### src/common/cfg_load_pkg.sv
// Shared constants for the serial configuration loader, device and host ends
package cfg_load_pkg;
   // ************************************************************
   // Clock and link timing
   // ************************************************************
   localparam int CLK_PERIOD_NS = 50;
   localparam int RESET_LOW_NS = 200;
   localparam int RESET_LOW_CYCLES = (RESET_LOW_NS + CLK_PERIOD_NS - 1) / CLK_PERIOD_NS;
   localparam int CLEAR_WAIT_US = 300;
   localparam int CLEAR_WAIT_CYCLES = (CLEAR_WAIT_US * 1000 + CLK_PERIOD_NS - 1) / CLK_PERIOD_NS;
   localparam int SCK_HALF_CYCLES = 4;
   // ************************************************************
   // Image framing
   // ************************************************************
   localparam logic [31:0] SYNC_WORD = 32'h7EAA997E;
   localparam int BYTE_BITS = 8;
   localparam int DUMMY_CLOCKS = 49;
   localparam int IMAGE_BYTES = 16;
   localparam int DONE_WAIT_CLOCKS = 64;
endpackage

### src/common/cfg_load_if.sv
// Pin-level link between the configuration host and the loaded device
`timescale 1ns/10ps
interface cfg_load_if;
   logic config_reset_n;
   logic ss_n;
   logic sck;
   logic si;
   logic so;
   logic so_oe_n;
   logic done_out;
   logic done_oe_n;
   logic load_complete_flag;
   logic so_level;
   // Pull-ups on both open pins: an undriven pin reads high
   assign load_complete_flag = done_oe_n ? 1'b1 : done_out;
   assign so_level = so_oe_n ? 1'b1 : so;
   modport device (
      input config_reset_n, ss_n, sck, si,
      output so, so_oe_n, done_out, done_oe_n
   );
   modport host (
      output config_reset_n, ss_n, sck, si,
      input load_complete_flag, so_level
   );
endinterface

### src/logic/cfg_load_device.sv
// Device end: serial peripheral configuration loader with image store
`timescale 1ns/10ps
// Behaviour
// - Host holds reset low at least 200 ns
// - Reset rising with select low enters peripheral load
// - Reset rising with select high enters master mode
// - Host waits 300 us before image bits
// - Memory cleared before image data accepted
// - Image must not use multi-image selection
// - Image sent in one continuous transfer
// - Clock rate held in range after sync
// - Bytes sent most significant bit first
// - Host changes data on falling clock edge
// - Device samples data on rising clock edge
// - Serial data output unused during load
// - Done released high after complete image
// - Failed load keeps done low; host flags error
// - Host gives 49 dummy clocks after done
// - Pins handed to user after dummy clocks
// - Reset pulse restarts whole configuration sequence
// - Select held low through reset and transfer
module cfg_load_device #(
   parameter int IMAGE_BYTES = cfg_load_pkg::IMAGE_BYTES,
   parameter int ADDR_W = $clog2(IMAGE_BYTES),
   parameter int CLEAR_WAIT_CYCLES = cfg_load_pkg::CLEAR_WAIT_CYCLES
) (
   // Clock and reset
   input wire logic clk_in,
   input wire logic rstn_in,
   // Configuration link
   cfg_load_if.device link,
   // User side: loaded image read port
   input wire logic [ADDR_W-1:0] cfg_addr_in,
   output logic [7:0] cfg_data_out,
   // User side: status and handed-over pins
   output logic configured_out,
   output logic master_mode_out,
   output logic load_error_out,
   output logic [2:0] user_pins_out,
   input wire logic user_so_in
);
   typedef enum logic [7:0] {
      ST_HOLD = 8'h01,
      ST_CLEAR = 8'h02,
      ST_HUNT = 8'h04,
      ST_LOAD = 8'h08,
      ST_TRAIL = 8'h10,
      ST_USER = 8'h20,
      ST_MASTER = 8'h40,
      ST_FAIL = 8'h80
   } state_type;

   localparam logic [ADDR_W-1:0] LAST_ADDR = ADDR_W'(IMAGE_BYTES - 1);
   localparam logic [5:0] LAST_DUMMY = 6'(cfg_load_pkg::DUMMY_CLOCKS - 1);

   // ************************************************************
   // Pin synchronisers
   // ************************************************************
   logic [1:0] rst_sync;
   logic [1:0] ss_sync;
   logic [1:0] sck_sync;
   logic [1:0] si_sync;
   logic sck_prev;
   logic rst_prev;
   logic sck_rise;
   logic rst_rise;
   logic rst_level;
   logic ss_level;
   logic si_level;

   always_ff @(posedge clk_in or negedge rstn_in) begin
      if (!rstn_in) begin
         rst_sync <= 2'h0;
         ss_sync <= 2'h3;
         sck_sync <= 2'h0;
         si_sync <= 2'h0;
      end else begin
         rst_sync <= {rst_sync[0], link.config_reset_n};
         ss_sync <= {ss_sync[0], link.ss_n};
         sck_sync <= {sck_sync[0], link.sck};
         si_sync <= {si_sync[0], link.si};
      end
   end

   always_ff @(posedge clk_in or negedge rstn_in) begin
      if (!rstn_in) begin
         sck_prev <= 1'b0;
         rst_prev <= 1'b0;
      end else begin
         sck_prev <= sck_sync[1];
         rst_prev <= rst_sync[1];
      end
   end

   assign rst_level = rst_sync[1];
   assign ss_level = ss_sync[1];
   assign si_level = si_sync[1];
   // Data is taken on the rising serial clock only while selected
   assign sck_rise = sck_sync[1] & ~sck_prev & ~ss_level;
   assign rst_rise = rst_level & ~rst_prev;

   // ************************************************************
   // Sequence control
   // ************************************************************
   state_type state;
   state_type next_state;
   logic [ADDR_W-1:0] clear_addr;
   logic [ADDR_W-1:0] load_addr;
   logic [31:0] hunt_shift;
   logic [7:0] byte_shift;
   logic [2:0] bit_count;
   logic [5:0] dummy_count;
   logic [$clog2(CLEAR_WAIT_CYCLES+1)-1:0] clear_timer;
   logic byte_done;

   assign byte_done = sck_rise && (bit_count == 3'h7);

   always_comb begin
      next_state = state;
      case (state)
         ST_HOLD: begin
            if (rst_rise) begin
               next_state = ss_level ? ST_MASTER : ST_CLEAR;
            end
         end
         ST_CLEAR: begin
            // Data is ignored until every word is cleared
            if (clear_addr == LAST_ADDR) begin
               next_state = ST_HUNT;
            end
         end
         ST_HUNT: begin
            if ({hunt_shift[30:0], si_level} == cfg_load_pkg::SYNC_WORD && sck_rise) begin
               next_state = ST_LOAD;
            end
         end
         ST_LOAD: begin
            if (ss_level) begin
               next_state = ST_FAIL;
            end else if (byte_done && load_addr == LAST_ADDR) begin
               next_state = ST_TRAIL;
            end
         end
         ST_TRAIL: begin
            if (sck_rise && dummy_count == LAST_DUMMY) begin
               next_state = ST_USER;
            end
         end
         ST_USER: next_state = ST_USER;
         ST_MASTER: next_state = ST_MASTER;
         ST_FAIL: next_state = ST_FAIL;
         default: next_state = ST_HOLD;
      endcase
      // A reset pulse overrides everything and starts again
      if (!rst_level) begin
         next_state = ST_HOLD;
      end
   end

   always_ff @(posedge clk_in or negedge rstn_in) begin
      if (!rstn_in) begin
         state <= ST_HOLD;
      end else begin
         state <= next_state;
      end
   end

   // Clear walk; the wait timer only shows how long the clear window lasts
   always_ff @(posedge clk_in or negedge rstn_in) begin
      if (!rstn_in) begin
         clear_addr <= '0;
         clear_timer <= '0;
      end else if (state != ST_CLEAR) begin
         clear_addr <= '0;
         clear_timer <= '0;
      end else begin
         clear_addr <= clear_addr + 1'b1;
         if (clear_timer != CLEAR_WAIT_CYCLES[$bits(clear_timer)-1:0]) begin
            clear_timer <= clear_timer + 1'b1;
         end
      end
   end

   always_ff @(posedge clk_in or negedge rstn_in) begin
      if (!rstn_in) begin
         hunt_shift <= 32'h0;
      end else if (state != ST_HUNT) begin
         hunt_shift <= 32'h0;
      end else if (sck_rise) begin
         hunt_shift <= {hunt_shift[30:0], si_level};
      end
   end

   // Bytes assemble msb first
   always_ff @(posedge clk_in or negedge rstn_in) begin
      if (!rstn_in) begin
         byte_shift <= 8'h00;
         bit_count <= 3'h0;
         load_addr <= '0;
      end else if (state != ST_LOAD) begin
         bit_count <= 3'h0;
         load_addr <= '0;
      end else if (sck_rise) begin
         byte_shift <= {byte_shift[6:0], si_level};
         bit_count <= bit_count + 3'h1;
         if (bit_count == 3'h7) begin
            load_addr <= load_addr + 1'b1;
         end
      end
   end

   always_ff @(posedge clk_in or negedge rstn_in) begin
      if (!rstn_in) begin
         dummy_count <= 6'h00;
      end else if (state != ST_TRAIL) begin
         dummy_count <= 6'h00;
      end else if (sck_rise) begin
         dummy_count <= dummy_count + 6'h01;
      end
   end

   // ************************************************************
   // Image store
   // ************************************************************
   logic [7:0] image_mem [IMAGE_BYTES];

   always_ff @(posedge clk_in) begin
      if (state == ST_CLEAR) begin
         image_mem[clear_addr] <= 8'h00;
      end else if (state == ST_LOAD && byte_done) begin
         image_mem[load_addr] <= {byte_shift[6:0], si_level};
      end
   end

   // Contents are meaningful to the user only once configured
   always_ff @(posedge clk_in or negedge rstn_in) begin
      if (!rstn_in) begin
         cfg_data_out <= 8'h00;
      end else begin
         cfg_data_out <= image_mem[cfg_addr_in];
      end
   end

   // ************************************************************
   // Pin outputs
   // ************************************************************
   logic done_release;
   logic pins_free;

   always_ff @(posedge clk_in or negedge rstn_in) begin
      if (!rstn_in) begin
         done_release <= 1'b0;
         pins_free <= 1'b0;
      end else begin
         done_release <= next_state == ST_TRAIL || next_state == ST_USER;
         pins_free <= next_state == ST_USER;
      end
   end

   assign link.done_out = 1'b0;
   assign link.done_oe_n = done_release;
   // Serial output stays undriven while loading; the user owns it afterwards
   assign link.so = pins_free ? user_so_in : 1'b1;
   assign link.so_oe_n = ~pins_free;

   always_ff @(posedge clk_in or negedge rstn_in) begin
      if (!rstn_in) begin
         user_pins_out <= 3'h0;
         configured_out <= 1'b0;
         master_mode_out <= 1'b0;
         load_error_out <= 1'b0;
      end else begin
         user_pins_out <= pins_free ? {ss_level, sck_sync[1], si_level} : 3'h0;
         configured_out <= pins_free;
         master_mode_out <= state == ST_MASTER;
         load_error_out <= state == ST_FAIL;
      end
   end
endmodule

### src/flat_wrapper.sv
// flat-port wrapper written by rule: the top's interface ports become plain ports
module cfg_load_device_flat 
#(
   parameter int IMAGE_BYTES = cfg_load_pkg::IMAGE_BYTES,
   parameter int ADDR_W = $clog2(IMAGE_BYTES),
   parameter int CLEAR_WAIT_CYCLES = cfg_load_pkg::CLEAR_WAIT_CYCLES
)
  (clk_in, rstn_in, cfg_addr_in, cfg_data_out, configured_out, master_mode_out, load_error_out, user_pins_out, user_so_in, link_config_reset_n, link_ss_n, link_sck, link_si, link_so, link_so_oe_n, link_done_out, link_done_oe_n);
  cfg_load_if link_i ();
  input wire logic clk_in;
  input wire logic rstn_in;
  input wire logic [ADDR_W-1:0] cfg_addr_in;
  output logic [7:0] cfg_data_out;
  output logic configured_out;
  output logic master_mode_out;
  output logic load_error_out;
  output logic [2:0] user_pins_out;
  input wire logic user_so_in;
  input wire logic [$bits(link_i.config_reset_n)-1:0] link_config_reset_n;
  input wire logic [$bits(link_i.ss_n)-1:0] link_ss_n;
  input wire logic [$bits(link_i.sck)-1:0] link_sck;
  input wire logic [$bits(link_i.si)-1:0] link_si;
  output wire logic [$bits(link_i.so)-1:0] link_so;
  output wire logic [$bits(link_i.so_oe_n)-1:0] link_so_oe_n;
  output wire logic [$bits(link_i.done_out)-1:0] link_done_out;
  output wire logic [$bits(link_i.done_oe_n)-1:0] link_done_oe_n;
  assign link_i.config_reset_n = link_config_reset_n;
  assign link_i.ss_n = link_ss_n;
  assign link_i.sck = link_sck;
  assign link_i.si = link_si;
  assign link_so = link_i.so;
  assign link_so_oe_n = link_i.so_oe_n;
  assign link_done_out = link_i.done_out;
  assign link_done_oe_n = link_i.done_oe_n;
  cfg_load_device #(.IMAGE_BYTES(IMAGE_BYTES), .ADDR_W(ADDR_W), .CLEAR_WAIT_CYCLES(CLEAR_WAIT_CYCLES)) u_core (.clk_in(clk_in), .rstn_in(rstn_in), .link(link_i), .cfg_addr_in(cfg_addr_in), .cfg_data_out(cfg_data_out), .configured_out(configured_out), .master_mode_out(master_mode_out), .load_error_out(load_error_out), .user_pins_out(user_pins_out), .user_so_in(user_so_in));
endmodule
### config.mk
export PLATFORM = sky130hd
export DESIGN_NAME = cfg_load_device_flat
export DESIGN_NICKNAME = d
export VERILOG_FILES = /design/src/common/cfg_load_pkg.sv /design/src/common/cfg_load_if.sv /design/src/logic/cfg_load_device.sv /design/src/flat_wrapper.sv
export SDC_FILE = /design/constraint.sdc
export NUM_CORES = 1
export LEC_CHECK = 0
export ABC_CLOCK_PERIOD_IN_PS = 2300
export BUFFER_PORTS_ARGS = -buffer_cell sky130_fd_sc_hd__buf_2
export CAP_MARGIN = 20
export CELL_PAD_IN_SITES_DETAIL_PLACEMENT = 0
export CELL_PAD_IN_SITES_GLOBAL_PLACEMENT = 1
export CORE_UTILIZATION = 45
export CTS_BUF_LIST = sky130_fd_sc_hd__clkbuf_8 sky130_fd_sc_hd__clkbuf_16
export DETAILED_ROUTE_END_ITERATION = 16
export GPL_TIMING_DRIVEN = 0
export MAX_ROUTING_LAYER = met4
export PLACE_DENSITY = 0.69
export SYNTH_ARGS = -nofsm -noshare
export SYNTH_HDL_FRONTEND = slang
export SYNTH_SLANG_ARGS = --single-unit
### constraint.sdc
create_clock -name clk_in -period 2.3 [get_ports clk_in]
set_clock_uncertainty 0.05 [all_clocks]
set_input_delay 0.46 -clock clk_in [delete_from_list [all_inputs] [get_ports clk_in]]
set_output_delay 0.46 -clock clk_in [all_outputs]
set_load 0.005 [all_outputs]
==> flow_summary.yaml, run 1 <==
timing:
  layout_min_cycle_time_ns: 2.250
  fin_hold_ws_ns: 0.02903
  setup_violations: 0
  maxSlewHeadroom_pct: 47.91
  timing.final.crit_share_pct: 97.83
  slew_violations: 0
  worst_slack_ns: 0.04988
  fmax_mhz: 444.4
  worst_pin_slew_ns: 0.7814
  final_hold_viol_count: 0
setup_path:
  cp_cell_sequence: "ha_1 > ha_1 > and4bb_2 > nand4_4 > buf_12 > nor3b_4 > a31oi_4 > nor2_4 > buf_4"
  startpoint_type: "flip-flop"
  crit_fanout: 9
  crit_path_frequent_cell: "ha_1"
  cp-end-kind: "flip-flop"
  worstSetupPathType: "flip-flop to flip-flop"
  required_ns: 2.48
  rrSetupSlack_ns: 0.05
  cp_slowest_cell: "dfrtp_1"
  r2r_cells: 9
  cp.buffers_inverters: 2
  r2r_end: "u_core.image_mem[8][3]"
  crit_family: "simple AND/OR/NAND/NOR gates"
  critPathMaxStageDelay_ns: 0.36
  worstPathArrival_ns: 2.43
  rr_startpoint: "u_core.bit_count[0]"
synthesis:
  yosysMostFrequentCell: "edfxtp_1"
  synth-seq-cells: 217
  synth_area_um2: 8677
  yosysUniqueCellTypes: 52
  syn_area_per_cell_um2: 15.55
  synthCells: 558
  yosysWarnings: 0
  synthTopCellsByCount: "edfxtp_1 (128), dfrtp_1 (86), nand2_1 (78)"
  synth_edf_count: 128
  synthArstFlopShare_pct: 41.01
  synth_nets: 575
  synth_area_leaders: "edfxtp_1 (44%), dfrtp_1 (25%), mux4_2 (10%), nand2_1 (3.4%), a21oi_1 (2.3%)"
  yosysTopAreaCellShare_pct: 44.30
  seq_area_frac_synth_pct: 70.01
  synth_ff_type: "edfxtp_1"
  synth_top_area_cell: "edfxtp_1"
pwr:
  switching_share_pct: 20.59
  vdd_ir_drop_max_uv: 526.4
  intPower_w: 0.006064
  powerDensity_nw_per_um2: 726.2
  combPwrFrac_pct: 3.2
  power_leakage_nw: 3.533
  clockPowerShare_pct: 42.7
  p_switching_w: 0.001572
  seq_power_share_pct: 54.2
run:
  maxCapViolCount: 0
worst_hold_path:
  hp-start: "link_sck"
  holdCritPathClass: "input pin to flip-flop"
  min_path_cells: 1
  hold_end: "u_core.sck_sync[0]"
routing:
  routed_via_density: 5.302
  drt_iter0_drc: 238
  dr.pass1.iters: 4
  vias: 4825
  wl_per_cell_um: 18.81
  drt_wl_total_um: 17120
  drc: 0
  detail-route-antenna-nets: 0
die:
  core.rowCount: 50
  coreArea_um2: 18830
  die_w_um: 140.9
  start_util_pct: 46.08
  die_h_um: 140.9
  die-area_um2: 19840
  ios: 29
global_routing:
  grt_max_degree: 56
  grt_pass1_vias: 5117
  antenna_found_initial: 0
  track_usage_pct: 18.90
  grt-ovfl-total: 0
  grt_pass1_wl_um: 27790
cells_and_area:
  drive_gt1_share_pct: 28.92
  nFillCells: 1481
  layout.nets: 650
  layout-area-overhead-vs-synth_pct: 21.18
  diodes: 0
clocking:
  cts_tree: "yes"
  h-tree-depth: 1
  cts_buffer_depth: 3
  cts-root-buf: "clkbuf_16"
  clk_pin_slew_worst_paths_ns: 0.06
  cts.sinks: 217
  tritoncts.num_buffers: 23
  insertion_delay_ns: 0.51
placed_design:
  place_hpwl_um: 11030
  post-place-ws_ns: -0.5702
  io_buffers: 24
  place.gp.congestion: 0.8030
outcome:
  status: "finished clean"
[flip-flops by register name, indices dropped and copies added, names as in the netlist, 3 cells and up]
signal	cells
u_core.image_mem	128
u_core.hunt_shift	31
u_core.cfg_data_out	8
u_core.state	8
u_core.byte_shift	7
u_core.dummy_count	6
u_core.clear_addr	4
u_core.load_addr	4
u_core.bit_count	3
u_core.user_pins_out	3
[power groups by stage]
stage / clock, W / combinational (W) / sequential [W]
after detailed placement: 0 / 0.000229 / 0.00421
after global placement: 0 / 0.000218 / 0.00421
final: 0.00326 / 0.000242 / 0.00414
after global routing: 0.00349 / 0.000268 / 0.00414
after CTS: 0.00334 / 0.000249 / 0.00413
after floorplan: 0 / 0.000134 / 0.00421
[worst max path at each step]
stage,start,endpoint,slack [ns],cells past startpoint
finish,u_core.bit_count[0],u_core.image_mem[8][3],0.05,9
global route,u_core.bit_count[0],u_core.image_mem[8][3],-0.05,9
CTS,u_core.bit_count[0],u_core.image_mem[9][0],-0.03,8
detailed placement,u_core.bit_count[0],u_core.image_mem[8][0],-0.57,7
global placement,u_core.bit_count[0],u_core.image_mem[8][0],-0.54,7
floorplan,u_core.bit_count[0],u_core.image_mem[5][0],0.07,7
[cell usage in the layout (no fill, tap or decap), types with 6 or more instances in the layout]
cell / n
a21oi_1: 38
and3_1: 6
and3_2: 8
buf_12: 14
buf_2: 30
buf_4: 9
clkbuf_1: 8
clkbuf_16: 23
dfrtp_1: 86
edfxtp_1: 128
ha_1: 6
inv_1: 16
mux2_2: 7
mux4_2: 40
nand2_1: 78
nand3_1: 6
nor2_1: 17
nor2_4: 18
xnor2_1: 6
xor2_1: 7
[stage by stage]
stage | TNS, ns | cells | power, W | utilization, % | cell area (um2)
2_1_floorplan | 0 | 558 | 0.004343 | - | 8677
3_3_place_gp | -63.10 | 842 | 0.004429 | 48.45 | 9123
3_5_place_dp | -56.03 | 843 | 0.004441 | 48.60 | 9153
4_1_cts | -1.223 | 906 | 0.007722 | 54.90 | 10340
5_1_grt | -0.9872 | 910 | 0.007891 | 55.84 | 10520
6_report | 0 | 910 | 0.007636 | 55.84 | 10520
[cell type report]
cell class,instances,area (um2),share of cell area [%]
multi-input cells,310,2770,26.34
plain buffers,24,125.1,1.190
inverters,7,26.28,0.2499
flip-flops and latches,217,6075,57.77
repair buffers,50,523.0,4.974
well taps,260,325.3,3.094
clock buffers,24,589.3,5.604
clock inverters,18,81.33,0.7734
[what timing repair did]
action | in CTS | in global routing
hold buffers | 4 | 0
pin swaps | 14 | 5
setup buffers | 17 | 4
gates cloned | 0 | 0
resized for setup | 46 | 25
setup endpoints to repair | 160 | 224
hold endpoints to repair | 34 | 0
[layer usage]
layer	vias to the layer above	routed length, um	global-route usage (%)
met5	-	0	-
met4	0	388	5.378
met3	28	447	2.480
met2	69	8896	32.39
met1	2482	7384	23.70
li1	2246	-	-
[logic make-up (layout without fill, tap and decap cells)]
group           Yosys count  after routing  share of synthesized area [%]
flops                   217            217                          70.01
simple gates            183            183                          10.84
compound gates           59             59                          3.778
mux                      48             48                          11.41
buf+inv                  31            123                          1.745
xor+xnor                 13             13                          1.312
fa+ha+maj                 6              6                         0.8652
other cells               1              1                        0.04322
(Power assumes the default switching activity.)
==> inputs of run 2 (changes only) <==
- CTS_BUF_LIST: sky130_fd_sc_hd__clkbuf_8 sky130_fd_sc_hd__clkbuf_16 -> default
==> run 2 against run 1 <==
Effect of this change: non-clock buffer count is the same; highest routed layer unchanged; combinational power hardly changed; critical endpoint is now u_core.image_mem[4][5]; worst setup slack better by 0.0013 ns; maximum frequency barely moved; via count increased by 0.15%; die area did not move; wire length shrank 0.25%.
==> flow_summary.yaml, run 2 (same netlist as run 1, synthesis figures left out) <==
timing:
  maxSlewHeadroom_pct: 48.35
  slew_violations: 0
  worst_pin_slew_ns: 0.7748
  setup_violations: 0
  fmax_mhz: 444.7
  timing.final.crit_share_pct: 97.78
  layout_min_cycle_time_ns: 2.249
  worst_slack_ns: 0.05116
  fin_hold_ws_ns: 0.02895
  final_hold_viol_count: 0
  tns_ns: 0
global_routing:
  grt_pass1_vias: 5119
  grt-ovfl-total: 0
  grt_max_degree: 56
  grt_pass1_wl_um: 27800
  track_usage_pct: 18.90
  antenna_found_initial: 0
setup_path:
  critPathMaxStageDelay_ns: 0.39
  cp-end-kind: "flip-flop"
  startpoint_type: "flip-flop"
  cp.buffers_inverters: 2
  required_ns: 2.52
  worstPathArrival_ns: 2.47
  crit_fanout: 9
  cp_cell_sequence: "ha_1 > ha_1 > and4bb_2 > nand4_4 > buf_12 > nor2_4 > a21oi_4 > nor2_4 > buf_12"
  worstSetupPathType: "flip-flop to flip-flop"
  crit_family: "simple AND/OR/NAND/NOR gates"
  cp_slowest_cell: "dfrtp_1"
cells_and_area:
  top_register: "u_core.image_mem"
  diodes: 0
  nFillCells: 1481
  fin_util_pct: 55.84
  layout-area-overhead-vs-synth_pct: 21.18
  final_cell_mix: "edfxtp_1 (128), dfrtp_1 (86), nand2_1 (78), mux4_2 (40), a21oi_1 (38)"
  seq_area_um2: 6075
  layout.nets: 650
  drive_gt1_share_pct: 28.92
  largest_reg_flops: 128
  final_common_cell: "edfxtp_1"
  reg_top3: "u_core.image_mem x128, u_core.hunt_shift x31"
  multi_input_area_um2: 2770
clocking:
  tritoncts.num_buffers: 23
  h-tree-depth: 1
  cts-root-buf: "clkbuf_16"
  clk_pin_slew_worst_paths_ns: 0.06
  cts.sinks: 217
  insertion_delay_ns: 0.51
  cts_buffer_depth: 3
  cts_tree: "yes"
routing:
  detail-route-antenna-nets: 0
  drt_iter0_drc: 240
  routed_via_density: 5.310
  wl_per_cell_um: 18.76
  drc: 0
  drt_wl_total_um: 17070
  dr.pass1.iters: 4
  vias: 4832
placed_design:
  io_buffers: 24
  place_hpwl_um: 11030
  place.gp.congestion: 0.8030
  post-place-ws_ns: -0.5702
die:
  die_w_um: 140.9
  core.rowCount: 50
  die-area_um2: 19840
  start_util_pct: 46.08
  coreArea_um2: 18830
  ios: 29
  die_h_um: 140.9
outcome:
  status: "finished clean"
pwr:
  power_leakage_nw: 3.496
  powerDensity_nw_per_um2: 729.7
  vdd_ir_drop_max_uv: 526.4
run:
  maxCapViolCount: 0
worst_hold_path:
  holdCritPathClass: "input pin to flip-flop"
## run 2: where the power goes
part	internal [W]	total [W]	switching [W]
clock network	0.00188	0.00330	0.00141
logic	0.000103	0.000241	0.000138
registers	0.00412	0.00414	0.0000177
## run 2: worst reg2reg max path: cells and delay by family, from the launching register on
family | cells | cell delay [ns]
simple gates | 4 | 0.52
compound gates | 1 | 0.36
flops | 1 | 0.39
buf+inv | 2 | 0.32
fa+ha+maj | 2 | 0.38
## run 2: metrics by stage
step           cells  area (um2)  total power, W
2_1_floorplan    558        8677        0.004343
3_3_place_gp     842        9123        0.004429
3_5_place_dp     843        9153        0.004441
4_1_cts          906       10340        0.007760
5_1_grt          910       10520        0.007929
6_report         910       10520        0.007673
## run 2: per-layer routing
layer / wire length [um] / global-route usage [%] / vias up / part of all wire (%)
met5: 0 / - / - / 0
met4: 409 / 5.378 / 0 / 2.4
met3: 545 / 2.480 / 30 / 3.2
met2: 8846 / 32.39 / 85 / 52
met1: 7271 / 23.70 / 2470 / 43
li1: - / - / 2247 / -
## run 2: what timing repair did
action	in CTS	in global routing
hold endpoints to repair	34	0
pin swaps	14	5
setup buffers	17	4
setup endpoints to repair	160	224
hold buffers	4	0
resized for setup	46	25
## run 2: worst paths after layout
kind	from	cells after the start	slack [ns]	endpoint
worst min-delay path	link_sck	1	0.03	u_core.sck_sync[0]
max in group asynchronous	rstn_in	3	1.10	u_core.hunt_shift[21]
min in group asynchronous	rstn_in	2	0.42	u_core.cfg_data_out[4]
worst max register to register	u_core.bit_count[0]	9	0.05	u_core.image_mem[4][5]
worst min register to register	u_core.sck_sync[0]	0	0.30	u_core.sck_sync[1]
worst max-delay path	u_core.bit_count[0]	9	0.05	u_core.image_mem[4][5]
## run 2: cell type report
class,count,area share (%)
Tap cell,260,3.094
Buffer,24,1.190
Multi-Input combinational cell,310,26.34
Inverter,7,0.2499
Clock buffer,33,5.926
Sequential cell,217,57.77
Clock inverter,9,0.4522
Timing Repair Buffer,50,4.974
